**src/fb_consts.svh**
```systemverilog
// Purpose: offsets, field positions, reset values and timing figures
// Assumes: 25 MHz pclk, 32-bit APB data
// Notes: definitions only
`ifndef FB_CONSTS_SVH
`define FB_CONSTS_SVH

// ************************************************************
// register offsets (byte addresses)
// ************************************************************
`define ADDR_CTRL 12'h000
`define ADDR_STATE 12'h004
`define ADDR_EXPECT 12'h008
`define ADDR_STATUS 12'h00C
`define WIN_BASE_NIB 4'h1

// ************************************************************
// field positions
// ************************************************************
`define CTRL_RATE_LSB 0
`define CTRL_MODE_LSB 4
`define CTRL_OS_LSB 8
`define CTRL_MASK_LSB 16
`define STATE_REQ_LSB 0
`define STATE_RED_LSB 8
`define STAT_INCONS_BIT 0
`define STAT_SMERR_BIT 1
`define STAT_READY_BIT 2
`define STAT_WORDS_LSB 8
`define STAT_SEQ_LSB 16

// ************************************************************
// reset values
// ************************************************************
`define RST_RATE 3'h3
`define RST_OS 5'h01
`define RST_MASK 4'h1

// ************************************************************
// timing
// ************************************************************
`define PCLK_HZ 25000000
`define PCLK_NS 40
`define RATE_0_HZ 1500
`define RATE_1_HZ 2500
`define RATE_2_HZ 5000
`define RATE_3_HZ 10000
`define RATE_4_HZ 20000
`define RATE_5_HZ 30000
`define RATE_6_HZ 49140
`define FULL_RATE_IDX 3'h3
`define SYNC_TOL_CYC 16'h0002
`define DEC_ONE_20K 3'h1
`define DEC_ONE_30K 3'h2
`define DEC_ONE_49K 3'h3
`define DEC_MANY_20K 3'h2
`define DEC_MANY_30K 3'h3
`define DEC_MANY_49K 3'h5
`define LED_TICK_MS 50
`define LED_ON_MS 200
`define LED_SINGLE_OFF_MS 1000
`define LED_DOUBLE_OFF_MS 400
`define LED_FAST_HALF_MS 50
`define LED_WRAP_TICKS 7'h78

`endif

```
**src/fb_pkg.sv**
```systemverilog
// Purpose: shared types of the oversampling framer
// Assumes: nothing
// Notes: constants live in fb_consts.svh
package fb_pkg;

  typedef enum logic [1:0] {
    free_running_mode = 2'b00,
    clock_synchronous_mode = 2'b01,
    alternating_phase_one_mode = 2'b10,
    alternating_phase_two_mode = 2'b11
  } sync_mode_t;

  typedef enum logic [1:0] {
    st_init = 2'b00,
    st_preop = 2'b01,
    st_safeop = 2'b10,
    st_op = 2'b11
  } bus_state_t;

  typedef enum logic [2:0] {
    pat_off = 3'b000,
    pat_on = 3'b001,
    pat_slow = 3'b010,
    pat_fast = 3'b011,
    pat_single = 3'b100,
    pat_double = 3'b101
  } led_pat_t;

  // value i of a record sits at bits [32*i +: 32]; i = 0 is distance
  typedef struct packed {
    logic [31:0] stamp;
    logic [31:0] counter;
    logic [31:0] intensity;
    logic [31:0] distance;
  } record_t;

  typedef struct packed {
    logic green;
    logic red;
  } led_t;

endpackage

```
**src/fieldbus_oversample_sync.sv**
```systemverilog
// Purpose: oversampling block framer, sync modes and state indicator
// Assumes: sync0 and meas_valid are one-cycle pulses on pclk
// Notes: APB slave, one wait state on every transfer
`timescale 1ns/100ps
`include "fb_consts.svh"

module fieldbus_oversample_sync
  import fb_pkg::*;
#(
  parameter int MAX_OS = 16,
  parameter int LED_TICK_CYC =
    `LED_TICK_MS * (1000000 / `PCLK_NS)
)
(
  input wire logic pclk,
  input wire logic presetn,
  input wire logic ce,
  input wire logic psel,
  input wire logic penable,
  input wire logic pwrite,
  input wire logic [11:0] paddr,
  input wire logic [31:0] pwdata,
  output logic [31:0] prdata,
  output logic pready,
  output logic pslverr,
  input wire logic sync0,
  input wire logic meas_valid,
  input wire record_t meas_record,
  output logic laser_fire,
  output logic ext_sync_oe,
  output led_t leds
);

  localparam int NVAL = 4;
  localparam int BUF_WORDS = MAX_OS * NVAL;
  localparam int AW = $clog2(BUF_WORDS);

  // ************************************************************
  // functions
  // ************************************************************
  function automatic logic [15:0] rate_period(input logic [2:0] r);
    case (r)
      3'h0: rate_period = 16'(`PCLK_HZ / `RATE_0_HZ);
      3'h1: rate_period = 16'(`PCLK_HZ / `RATE_1_HZ);
      3'h2: rate_period = 16'(`PCLK_HZ / `RATE_2_HZ);
      3'h3: rate_period = 16'(`PCLK_HZ / `RATE_3_HZ);
      3'h4: rate_period = 16'(`PCLK_HZ / `RATE_4_HZ);
      3'h5: rate_period = 16'(`PCLK_HZ / `RATE_5_HZ);
      default: rate_period = 16'(`PCLK_HZ / `RATE_6_HZ);
    endcase
  endfunction

  function automatic logic [2:0] popcount(input logic [3:0] m);
    popcount = 3'(m[0]) + 3'(m[1]) + 3'(m[2]) + 3'(m[3]);
  endfunction

  function automatic logic [2:0] decim(input logic [2:0] r,
                                       input logic single);
    if (r <= `FULL_RATE_IDX)
      decim = 3'h1;
    else if (r == 3'h4)
      decim = single ? `DEC_ONE_20K : `DEC_MANY_20K;
    else if (r == 3'h5)
      decim = single ? `DEC_ONE_30K : `DEC_MANY_30K;
    else
      decim = single ? `DEC_ONE_49K : `DEC_MANY_49K;
  endfunction

  function automatic logic pat_level(input led_pat_t p,
                                     input logic [6:0] ph);
    logic [6:0] on_t;
    on_t = 7'(`LED_ON_MS / `LED_TICK_MS);
    case (p)
      pat_off: pat_level = 1'b0;
      pat_on: pat_level = 1'b1;
      pat_slow: pat_level = (ph % (on_t * 7'h2)) < on_t;
      pat_fast: pat_level =
        (ph % 7'(2 * `LED_FAST_HALF_MS / `LED_TICK_MS)) <
        7'(`LED_FAST_HALF_MS / `LED_TICK_MS);
      pat_single: pat_level =
        (ph % 7'((`LED_ON_MS + `LED_SINGLE_OFF_MS) / `LED_TICK_MS))
        < on_t;
      pat_double: pat_level =
        ((ph % 7'((3 * `LED_ON_MS + `LED_DOUBLE_OFF_MS) /
                  `LED_TICK_MS)) < on_t) ||
        (((ph % 7'((3 * `LED_ON_MS + `LED_DOUBLE_OFF_MS) /
                   `LED_TICK_MS)) >= on_t * 7'h2) &&
         ((ph % 7'((3 * `LED_ON_MS + `LED_DOUBLE_OFF_MS) /
                   `LED_TICK_MS)) < on_t * 7'h3));
      default: pat_level = 1'b0;
    endcase
  endfunction

  // ************************************************************
  // state
  // ************************************************************
  logic [2:0] rate_sel;
  sync_mode_t mode;
  logic [4:0] os_factor;
  logic [3:0] val_mask;
  bus_state_t bstate;
  logic [2:0] red_code;
  logic [3:0] exp_mask;
  logic [4:0] exp_os;
  logic inconsistent;
  logic sm_err;
  logic [15:0] block_seq;
  logic block_ready;
  logic fill_sel;
  logic [AW-1:0] wptr;
  logic [4:0] rec_cnt;
  logic busy;
  logic [1:0] vidx;
  record_t rec;
  logic [15:0] mcnt;
  logic [15:0] s0_cnt;
  logic s0_seen;
  logic alt_phase;
  logic [2:0] dec_cnt;
  logic [31:0] led_div;
  logic [6:0] led_ph;
  logic [31:0] mem [0:2*BUF_WORDS-1];

  // ************************************************************
  // bus decode
  // ************************************************************
  wire access = psel & penable & ~pready;
  wire done = psel & penable & pready;
  wire wr = done & pwrite;
  wire hit_ctrl = paddr == `ADDR_CTRL;
  wire hit_state = paddr == `ADDR_STATE;
  wire hit_exp = paddr == `ADDR_EXPECT;
  wire hit_stat = paddr == `ADDR_STATUS;
  wire [AW-1:0] win_idx = paddr[AW+1:2];
  wire hit_win = paddr[11:8] == `WIN_BASE_NIB && paddr[1:0] == 2'b00
                 && 32'(paddr[7:2]) < BUF_WORDS;
  wire mapped = hit_ctrl | hit_state | hit_exp | hit_stat | hit_win;
  wire cfg_open = bstate == st_init || bstate == st_preop;
  wire streaming = bstate == st_safeop || bstate == st_op;
  wire mismatch = exp_mask != val_mask || exp_os != os_factor;
  wire [1:0] req_state = pwdata[`STATE_REQ_LSB +: 2];
  wire refuse = bstate == st_preop && req_state > st_preop && mismatch;
  wire [4:0] wr_os = pwdata[`CTRL_OS_LSB +: 5] == 5'h00 ? 5'h01 :
                     (32'(pwdata[`CTRL_OS_LSB +: 5]) > MAX_OS ?
                      5'(MAX_OS) : pwdata[`CTRL_OS_LSB +: 5]);
  wire [7:0] words = 8'(popcount(val_mask)) * 8'(os_factor);
  wire [31:0] stat_word = {block_seq, words, 5'h00, block_ready,
                           sm_err, inconsistent};
  wire [31:0] ctrl_word = {12'h000, val_mask, 3'h0, os_factor,
                           2'h0, mode, 1'b0, rate_sel};
  wire [31:0] win_word = (streaming && block_ready) ?
                         mem[{~fill_sel, win_idx}] : 32'h0000_0000;
  wire [31:0] rd_word =
    hit_ctrl ? ctrl_word :
    hit_state ? {21'h00_0000, red_code, 6'h00, bstate} :
    hit_exp ? {12'h000, exp_mask, 3'h0, exp_os, 8'h00} :
    hit_stat ? stat_word :
    hit_win ? win_word : 32'h0000_0000;

  // ************************************************************
  // measurement timing
  // ************************************************************
  wire [15:0] period = rate_period(rate_sel);
  wire dc = mode != free_running_mode;
  wire free_tick = mcnt == period - 16'h0001;
  wire sync_tick = sync0 & (mode == clock_synchronous_mode |
    (mode == alternating_phase_one_mode & ~alt_phase) |
    (mode == alternating_phase_two_mode & alt_phase));
  wire fire = dc ? sync_tick : free_tick;
  wire [15:0] s0_len = s0_cnt + 16'h0001;
  wire s0_bad = (s0_len > period + `SYNC_TOL_CYC) ||
                (s0_len + `SYNC_TOL_CYC < period);
  wire [2:0] dec_n = decim(rate_sel, val_mask == `RST_MASK);
  wire take = meas_valid & dec_cnt == 3'h0 & streaming & ~busy;
  wire last_v = vidx == 2'h3;
  wire blk_full = last_v & busy & (rec_cnt + 5'h01 == os_factor);

  // ************************************************************
  // indicator selection
  // ************************************************************
  wire led_pat_t green_pat =
    bstate == st_init ? pat_off :
    bstate == st_preop ? pat_slow :
    bstate == st_safeop ? pat_single : pat_on;
  wire led_pat_t red_pat =
    (sm_err | inconsistent | red_code == 3'h1) ? pat_slow :
    red_code == 3'h2 ? pat_single :
    red_code == 3'h3 ? pat_double :
    red_code == 3'h4 ? pat_fast : pat_off;

  // ************************************************************
  // APB slave
  // ************************************************************
  always_ff @(posedge pclk or negedge presetn)
  begin
    if (!presetn)
    begin
      pready <= 1'b0;
      pslverr <= 1'b0;
      prdata <= 32'h0000_0000;
    end
    else if (ce)
    begin
      pready <= access;
      pslverr <= access & ~mapped;
      if (access)
        prdata <= rd_word;
    end
  end

  // ************************************************************
  // configuration and state registers
  // ************************************************************
  always_ff @(posedge pclk or negedge presetn)
  begin
    if (!presetn)
    begin
      rate_sel <= `RST_RATE;
      mode <= free_running_mode;
      os_factor <= `RST_OS;
      val_mask <= `RST_MASK;
      exp_mask <= `RST_MASK;
      exp_os <= `RST_OS;
      bstate <= st_init;
      red_code <= 3'h0;
    end
    else if (ce)
    begin
      if (wr && hit_ctrl && cfg_open)
      begin
        rate_sel <= pwdata[`CTRL_RATE_LSB +: 3];
        mode <= sync_mode_t'(pwdata[`CTRL_MODE_LSB +: 2]);
        os_factor <= wr_os;
        val_mask <= pwdata[`CTRL_MASK_LSB +: 4] | `RST_MASK;
      end
      if (wr && hit_exp)
      begin
        exp_os <= wr_os;
        exp_mask <= pwdata[`CTRL_MASK_LSB +: 4] | `RST_MASK;
      end
      if (wr && hit_state)
      begin
        red_code <= pwdata[`STATE_RED_LSB +: 3];
        if (!refuse)
          bstate <= bus_state_t'(req_state);
      end
    end
  end

  // set wins over the write-one-to-clear
  always_ff @(posedge pclk or negedge presetn)
  begin
    if (!presetn)
      sm_err <= 1'b0;
    else if (ce)
    begin
      if (wr && hit_state && refuse)
        sm_err <= 1'b1;
      else if (wr && hit_stat && pwdata[`STAT_SMERR_BIT])
        sm_err <= 1'b0;
    end
  end

  // ************************************************************
  // measuring clock and sync0 check
  // ************************************************************
  always_ff @(posedge pclk or negedge presetn)
  begin
    if (!presetn)
    begin
      mcnt <= 16'h0000;
      s0_cnt <= 16'h0000;
      s0_seen <= 1'b0;
      alt_phase <= 1'b0;
      inconsistent <= 1'b0;
      laser_fire <= 1'b0;
      ext_sync_oe <= 1'b0;
    end
    else if (ce)
    begin
      mcnt <= free_tick ? 16'h0000 : mcnt + 16'h0001;
      laser_fire <= fire;
      ext_sync_oe <= 1'b0;
      if (sync0)
      begin
        s0_cnt <= 16'h0000;
        s0_seen <= 1'b1;
        alt_phase <= ~alt_phase;
        if (s0_seen)
          inconsistent <= dc & s0_bad;
      end
      else
      begin
        if (s0_cnt != 16'hFFFF)
          s0_cnt <= s0_cnt + 16'h0001;
        if (!dc)
          inconsistent <= 1'b0;
      end
    end
  end

  // ************************************************************
  // block assembly, double buffered
  // ************************************************************
  always_ff @(posedge pclk or negedge presetn)
  begin
    if (!presetn)
    begin
      dec_cnt <= 3'h0;
      busy <= 1'b0;
      vidx <= 2'h0;
      rec <= '0;
      wptr <= '0;
      rec_cnt <= 5'h00;
      fill_sel <= 1'b0;
      block_ready <= 1'b0;
      block_seq <= 16'h0000;
    end
    else if (ce)
    begin
      if (meas_valid)
        dec_cnt <= (dec_cnt + 3'h1 >= dec_n) ? 3'h0 : dec_cnt + 3'h1;
      if (!streaming)
      begin
        busy <= 1'b0;
        wptr <= '0;
        rec_cnt <= 5'h00;
        block_ready <= 1'b0;
      end
      else if (take)
      begin
        busy <= 1'b1;
        vidx <= 2'h0;
        rec <= meas_record;
      end
      else if (busy)
      begin
        vidx <= vidx + 2'h1;
        if (val_mask[vidx])
          wptr <= wptr + 1'b1;
        if (last_v)
          busy <= 1'b0;
        if (blk_full)
        begin
          // swap even if unread: a stale block is worth less
          fill_sel <= ~fill_sel;
          wptr <= '0;
          rec_cnt <= 5'h00;
          block_ready <= 1'b1;
          block_seq <= block_seq + 16'h0001;
        end
        else if (last_v)
          rec_cnt <= rec_cnt + 5'h01;
      end
    end
  end

  // presented half is untouched until next swap
  always_ff @(posedge pclk)
  begin
    if (ce && busy && streaming && val_mask[vidx])
      mem[{fill_sel, wptr}] <= rec[32*vidx +: 32];
  end

  // ************************************************************
  // indicator
  // ************************************************************
  always_ff @(posedge pclk or negedge presetn)
  begin
    if (!presetn)
    begin
      led_div <= 32'h0000_0000;
      led_ph <= 7'h00;
      leds <= '0;
    end
    else if (ce)
    begin
      if (led_div == 32'(LED_TICK_CYC - 1))
      begin
        led_div <= 32'h0000_0000;
        led_ph <= (led_ph == `LED_WRAP_TICKS - 7'h01) ? 7'h00 :
                  led_ph + 7'h01;
      end
      else
        led_div <= led_div + 32'h0000_0001;
      leds.green <= pat_level(green_pat, led_ph);
      leds.red <= pat_level(red_pat, led_ph);
    end
  end

endmodule // fieldbus_oversample_sync

```
**config.mk**
```make
export PLATFORM = sky130hd
export DESIGN_NAME = fieldbus_oversample_sync
export DESIGN_NICKNAME = d
export VERILOG_FILES = /design/src/fb_pkg.sv /design/src/fieldbus_oversample_sync.sv
export VERILOG_INCLUDE_DIRS = /design/src
export SDC_FILE = /design/constraint.sdc
export NUM_CORES = 2
export LEC_CHECK = 0
export ABC_AREA = 1
export BUFFER_PORTS_ARGS = -buffer_cell sky130_fd_sc_hd__buf_2
export CORE_MARGIN = 10
export CORE_UTILIZATION = 59
export CTS_BUF_LIST = sky130_fd_sc_hd__clkbuf_4 sky130_fd_sc_hd__clkbuf_8
export CTS_CLUSTER_SIZE = 14
export DETAILED_ROUTE_END_ITERATION = 16
export PLACE_DENSITY = 0.75
export SLEW_MARGIN = 20
export SYNTH_ARGS = -nofsm -noshare
export SYNTH_HDL_FRONTEND = slang
export SYNTH_SLANG_ARGS = --single-unit
```
**constraint.sdc**
```tcl
create_clock -name pclk -period 5.1 [get_ports pclk]
set_clock_uncertainty 0.15 [all_clocks]
set_input_delay 1.02 -clock pclk [delete_from_list [all_inputs] [get_ports pclk]]
set_output_delay 1.02 -clock pclk [all_outputs]
set_load 0.005 [all_outputs]
```
; After elaboration in Yosys (flattened, before gate mapping)
; Memories as Yosys holds them, arrays and structs flattened.
; Index checks and enable logic that the tools add are counted.
[word_totals]
out_inout_bits = 38
memories = 1
regBits = 301
ramBits = 4096
word_cells = 248
[classes]
n_div = 2
n_lt_le_gt_ge = 13
n_reduce_logical = 48
eq_ne = 44
n_addsub = 15
shift = 1
n_mul = 1
n_mux = 60
n_bitwise = 29
[mem_list]
columns = name, depth, word_bits, read_ports, rd_clocked_by_memory_dff, wr, line
row1 = mem, 128, 32, 1, 0, 1, fieldbus_oversample_sync.sv:122  ; logic [31:0] mem [0:2*BUF_WORDS-1];
[ops]
columns = cell, n
row1 = 2-to-1 mux 32 bit, 7
row2 = indexed part select 128 x 8 -> 32 bit, 1
row3 = case mux 15 bit (6 select lines), 1
row4 = "adder 16 x 1 -> 16 bit, second input constant", 3
row5 = 2-to-1 mux 16 bit, 3
row6 = 2-to-1 mux 5 bit, 7
row7 = 2-to-1 mux 3 bit, 11
row8 = "adder 16 x 2 -> 16 bit, second input constant", 2
row9 = "adder 32 x 1 -> 32 bit, second input constant", 1
row10 = "== test 32 x 21 -> 1 bit, second input constant", 1
row11 = 2-to-1 mux 6 bit, 5
row12 = "== test 12 x 4 -> 1 bit, second input constant", 2
row13 = "== test 3 x 2 -> 1 bit, second input constant", 8
row14 = "== test 3 bit, second input constant", 7
row15 = 2-to-1 mux 1 bit, 18
row16 = AND reduction 2 bit, 9
row17 = == test 16 bit, 1
row18 = > comparator 16 bit, 1
row19 = less-than comparator 16 bit, 1
row20 = "inequality test 16 bit, second input constant", 1
row21 = "subtractor 16 x 1 -> 16 bit, second input constant", 1
row22 = logical AND 1 bit, 15
row23 = AND 1 bit, 14
row24 = "less-than comparator 7 x 3 -> 1 bit, second input constant", 2
row25 = 46 further kinds, 91

; Depth between registers and ports, before layout
[logic_depth]
depth_word = 9
depth_mapped = 22

; Least setup slack after synthesis
; No wires, ideal clock.
[synth_timing]
kind = reg-to-reg
start = register vidx[0]
end = memory mem[0][24] (data pin)
setup_time_ps = 897
arrival_ps = 4566
path_stages_with_launch = 6
slack_ps = -514
required_time_ps = 4053
path_buffers = 2
cell_sequence = dfrtp_1 -> inv_1 -> clkbuf_1 -> clkbuf_1 -> o21ai_0 -> o22ai_1
[synth_between]
elab_chain_cells = 1
[synth_rtl]
columns = element, line
row1 = "start, declared", fieldbus_oversample_sync.sv:113  ; logic [1:0] vidx;
row2 = "start signal, assigned", fieldbus_oversample_sync.sv:338  ; vidx <= vidx + 2'h1;
row3 = indexed part select 128 x 8 -> 32 bit, fieldbus_oversample_sync.sv:362  ; mem[{fill_sel, wptr}] <= rec[32*vidx +: 32];
row4 = "end, declared", fieldbus_oversample_sync.sv:122
; Every way passes these cells.

; Final worst setup path
[layout_timing]
start = register bstate[1]
end = memory mem[20][29] (enable)
[layout_between]
elab_chain_cells = 6
[layout_rtl]
columns = element, line
row1 = "start, declared", fieldbus_oversample_sync.sv:101  ; bus_state_t bstate;
row2 = "start signal, assigned", fieldbus_oversample_sync.sv:224  ; bstate <= st_init;
row3 = "start signal, assigned", fieldbus_oversample_sync.sv:245  ; bstate <= bus_state_t'(req_state);
row4 = == test 2 bit, fieldbus_oversample_sync.sv:139  ; wire streaming = bstate == st_safeop || bstate == st_op;
row5 = logical OR 1 bit (*), fieldbus_oversample_sync.sv:139
row6 = logical AND 1 bit (*) (2 in a row), fieldbus_oversample_sync.sv:361  ; if (ce && busy && streaming && val_mask[vidx])
row7 = 2-to-1 mux 1 bit (*), fieldbus_oversample_sync.sv:361
row8 = 2-to-1 mux 1 bit (implied by the code) (*), fieldbus_oversample_sync.sv:362
; Mark *: on every way between the ends. The rest lies on a longest branch, timed or not.

==> results.json <==
{
  "holdPathStages": 4,
  "drv_cap": 0,
  "slew-limit-headroom_pct": 23.80,
  "multiInputGateArea_mm2": 0.04130,
  "grt_pass1_wl_mm": 754.7,
  "clock-sinks": 4397,
  "cts_made_buffers": 680,
  "critPathMaxFanout": 16,
  "syn-instance-count": 14320,
  "io_pins": 218,
  "clk_latency_ns": 1.29,
  "die-area_mm2": 0.3213,
  "critical_path.endpoint_type": "register",
  "place_inst": 18130,
  "crit_required_ns": 5.88,
  "hp-start": "paddr[10]",
  "crit_slowest_cell": "nor2_4",
  "place.gp.congestion": 0.9255,
  "synth_cell_types": 63,
  "die_w_um": 566.8,
  "use_met1_pct": 40.77,
  "gr-total-overflow": 0,
  "grt_max_degree": 129,
  "core_area_mm2": 0.2973,
  "regToRegStartpoint": "bstate[1]$_DFFE_PN0P_",
  "cts_root_buf": "clkbuf_8",
  "nFillCells": 20190,
  "path_class": "register to register",
  "cts_setup_buffers": 0,
  "synthFlopType": "edfxtp_1",
  "synth_fp_nets": 14560,
  "path_cells": "inv_1 -> nor3_1 -> inv_1 -> nor3_1 -> buf_4 -> nand3_4 -> nor2_4 -> buf_4",
  "yosys_warnings": 0,
  "worst_ep_arrival_time_ns": 4.70,
  "dp_hpwl_mm": 285.7,
  "rsz0062_at_grt": "false",
  "setup_viol": 0,
  "p_total_uw": 98950,
  "fmax_mhz": 255.2,
  "vias": 120100,
  "area_growth_pct": 13.27,
  "critPathLaunch": "bstate[1]$_DFFE_PN0P_",
  "synthArstFlopShare_pct": 6.846,
  "ys_seq_elements": 4397,
  "met3_usage_pct": 9.299,
  "syn_avg_cell_area_um2": 12.32,
  "drt_wl_total_mm": 520.7,
  "drtIter0Drc": 17370,
  "vias_per_cell": 6.160,
  "die_h_um": 566.8,
  "cp_slowest_stage_delay_ns": 0.95,
  "clockBufferDepth": 4,
  "met2_usage_pct": 47.95,
  "rr_endpoint": "mem[20][29]$_DFFE_PP_",
  "worstMarginPinSlew_ns": 1.143,
  "hold_path_end": "pslverr$_DFFE_PN0P_",
  "syn_area_mm2": 0.1764,
  "cts_tree": "done",
  "rows": 200,
  "antenna_violating_nets_post_route": 0,
  "hold_buffers": 145,
  "finalCritPeriodShare_pct": 76.83,
  "drc": 0,
  "layout.nets": 15260,
  "synth_edf_count": 4096,
  "fin_crit_ns": 3.918,
  "seq_area_frac_synth_pct": 73.99,
  "antenna_found_initial": 37,
  "fin_hold_ws_ns": 0.1288,
  "reg2regPathDepth": 8,
  "crit_path_start_kind": "register",
  "avgRoutedWirePerCell_um": 26.71,
  "firstDrtPassIters": 6,
  "io_buffers": 197,
  "r2r_slack_ns": 1.18,
  "min_path_type": "primary input to register",
  "p_per_area_mw_per_mm2": 495.2,
  "fin_ws_ns": 1.182,
  "cts_max_level": 6,
  "track_usage_pct": 31.43,
  "drive_above_1_share_pct": 13.34,
  "outcome": "completed",
  "leakage_uw": 0.07216,
  "vdd_drop_max_mv": 1.399,
  "drv_slew": 0,
  "area.sequential_mm2": 0.1305,
  "grt_pass1_vias": 115800,
  "busiest_layer": "met2",
  "stdcell_count": 19500,
  "cts_resized": 0,
  "pre_cts_ws_ns": 0.4468,
  "cts.clk_slew.worst_paths_ns": 0.06,
  "hold_viol": 0,
  "initial_core_util_pct": 59.34
}
[cell usage after synthesis, types with 67 or more instances]
library cell | number | area [µm²]
a21oi_1 | 532 | 2663
clkbuf_1 | 159 | 596.8
mux2_2 | 131 | 1475
nand2_1 | 4505 | 16910
buf_2 | 408 | 2042
buf_1 | 139 | 521.8
nand3_1 | 809 | 4049
nor2_1 | 845 | 3172
inv_1 | 634 | 2380
o21ai_0 | 194 | 970.9
edfxtp_1 | 4096 | 123000
dfrtp_1 | 297 | 7432
a22oi_1 | 277 | 2079
nand4_1 | 746 | 4667
xor2_1 | 67 | 586.8
[flip-flops by register name, summed over array words and instances, names as in the netlist, 5 cells and up]
register   flops
rec_cnt        5
wptr           6
block_seq     16
mem         4096
mcnt          16
prdata        32
s0_cnt        16
exp_os         5
os_factor      5
led_ph         7
led_div       32
rec          128
[worst max-delay path by stage]
| stage | endpoint | slack [ns] |
|---|---|---|
| finish | mem[20][29]$_DFFE_PP_ | 1.18 |
| global route | inconsistent$_DFFE_PN0P_ | 0.89 |
| CTS | mem[20][29]$_DFFE_PP_ | 1.29 |
| floorplan | mem[0][0]$_DFFE_PP_ | -0.43 |
| global placement | prdata[16]$_DFFE_PN0P_ | 0.47 |
| detailed placement | prdata[16]$_DFFE_PN0P_ | 0.45 |
[critical path, delay by kind of cell (launching register included)]
kind                   cells  cell delay, ns
DFF                        1            0.41
buffers and inverters      4            0.93
and+or+nand+nor            4            2.10
[cell families after synthesis]
logic type	after synthesis	synth area share, %
adder cells (fa/ha/maj)	62	0.4568
other	2	0.004257
flip-flops	4397	73.99
XOR/XNOR	84	0.4170
AND/OR/NAND/NOR	7065	16.98
buffers and inverters	1414	3.447
AO/OA/AOI/OAI	1164	3.863
multiplexers	131	0.8362
[stage by stage]
step                      utilization, %  area, µm²  setup TNS, ns
after global placement             62.30     185200              0
final                              67.21     199800              0
after floorplan                        -     176600        -220.07
after detailed placement           62.30     185200              0
after CTS                          67.19     199700              0
after global routing               67.21     199800              0
[metal layers]
metal / routed length (µm) / vias to the layer above / part of all wire [%]
li1: - / 52070 / -
met1: 180200 / 57930 / 35
met2: 233900 / 8544 / 45
met3: 73580 / 1547 / 14
met4: 32960 / 10 / 6.3
met5: 66 / - / 0.013
[area by class of cell]
type | count | share of cell area, %
diodes | 18 | 0.02254
clock buffers | 934 | 5.672
clock inverters | 266 | 0.8773
inverters | 650 | 1.242
multi-input cells | 8508 | 20.67
flip-flops and latches | 4397 | 65.33
well taps | 3939 | 2.466
repair buffers | 783 | 3.720
[report_power, final]
group / internal [µW] / switching (µW) / total [µW]
registers: 50000 / 602 / 50600
logic: 3230 / 16400 / 19700
clock network: 14800 / 13900 / 28700
[cells in the final DEF, fill, tap and decap left out, types with 30 or more instances in the layout]
master         instances
buf_4                311
a21oi_1              532
nor2_4               141
clkbuf_8             692
o211ai_1              30
dlygate4sd3_1        145
o22ai_4               32
o21ai_0              194
nor2_1               715
nor3_1                41
clkinv_1             162
buf_2                191
dfrtp_1              295
nand4_1              746
nand2_1             4502
xor2_1                67
clkbuf_4             243
nand3_1              804
clkinv_2              40
mux2_2               131
buf_12               129
a22oi_1              277
ha_1                  58
inv_1                628
edfxtp_1            4096
(Power assumes the default switching activity.)
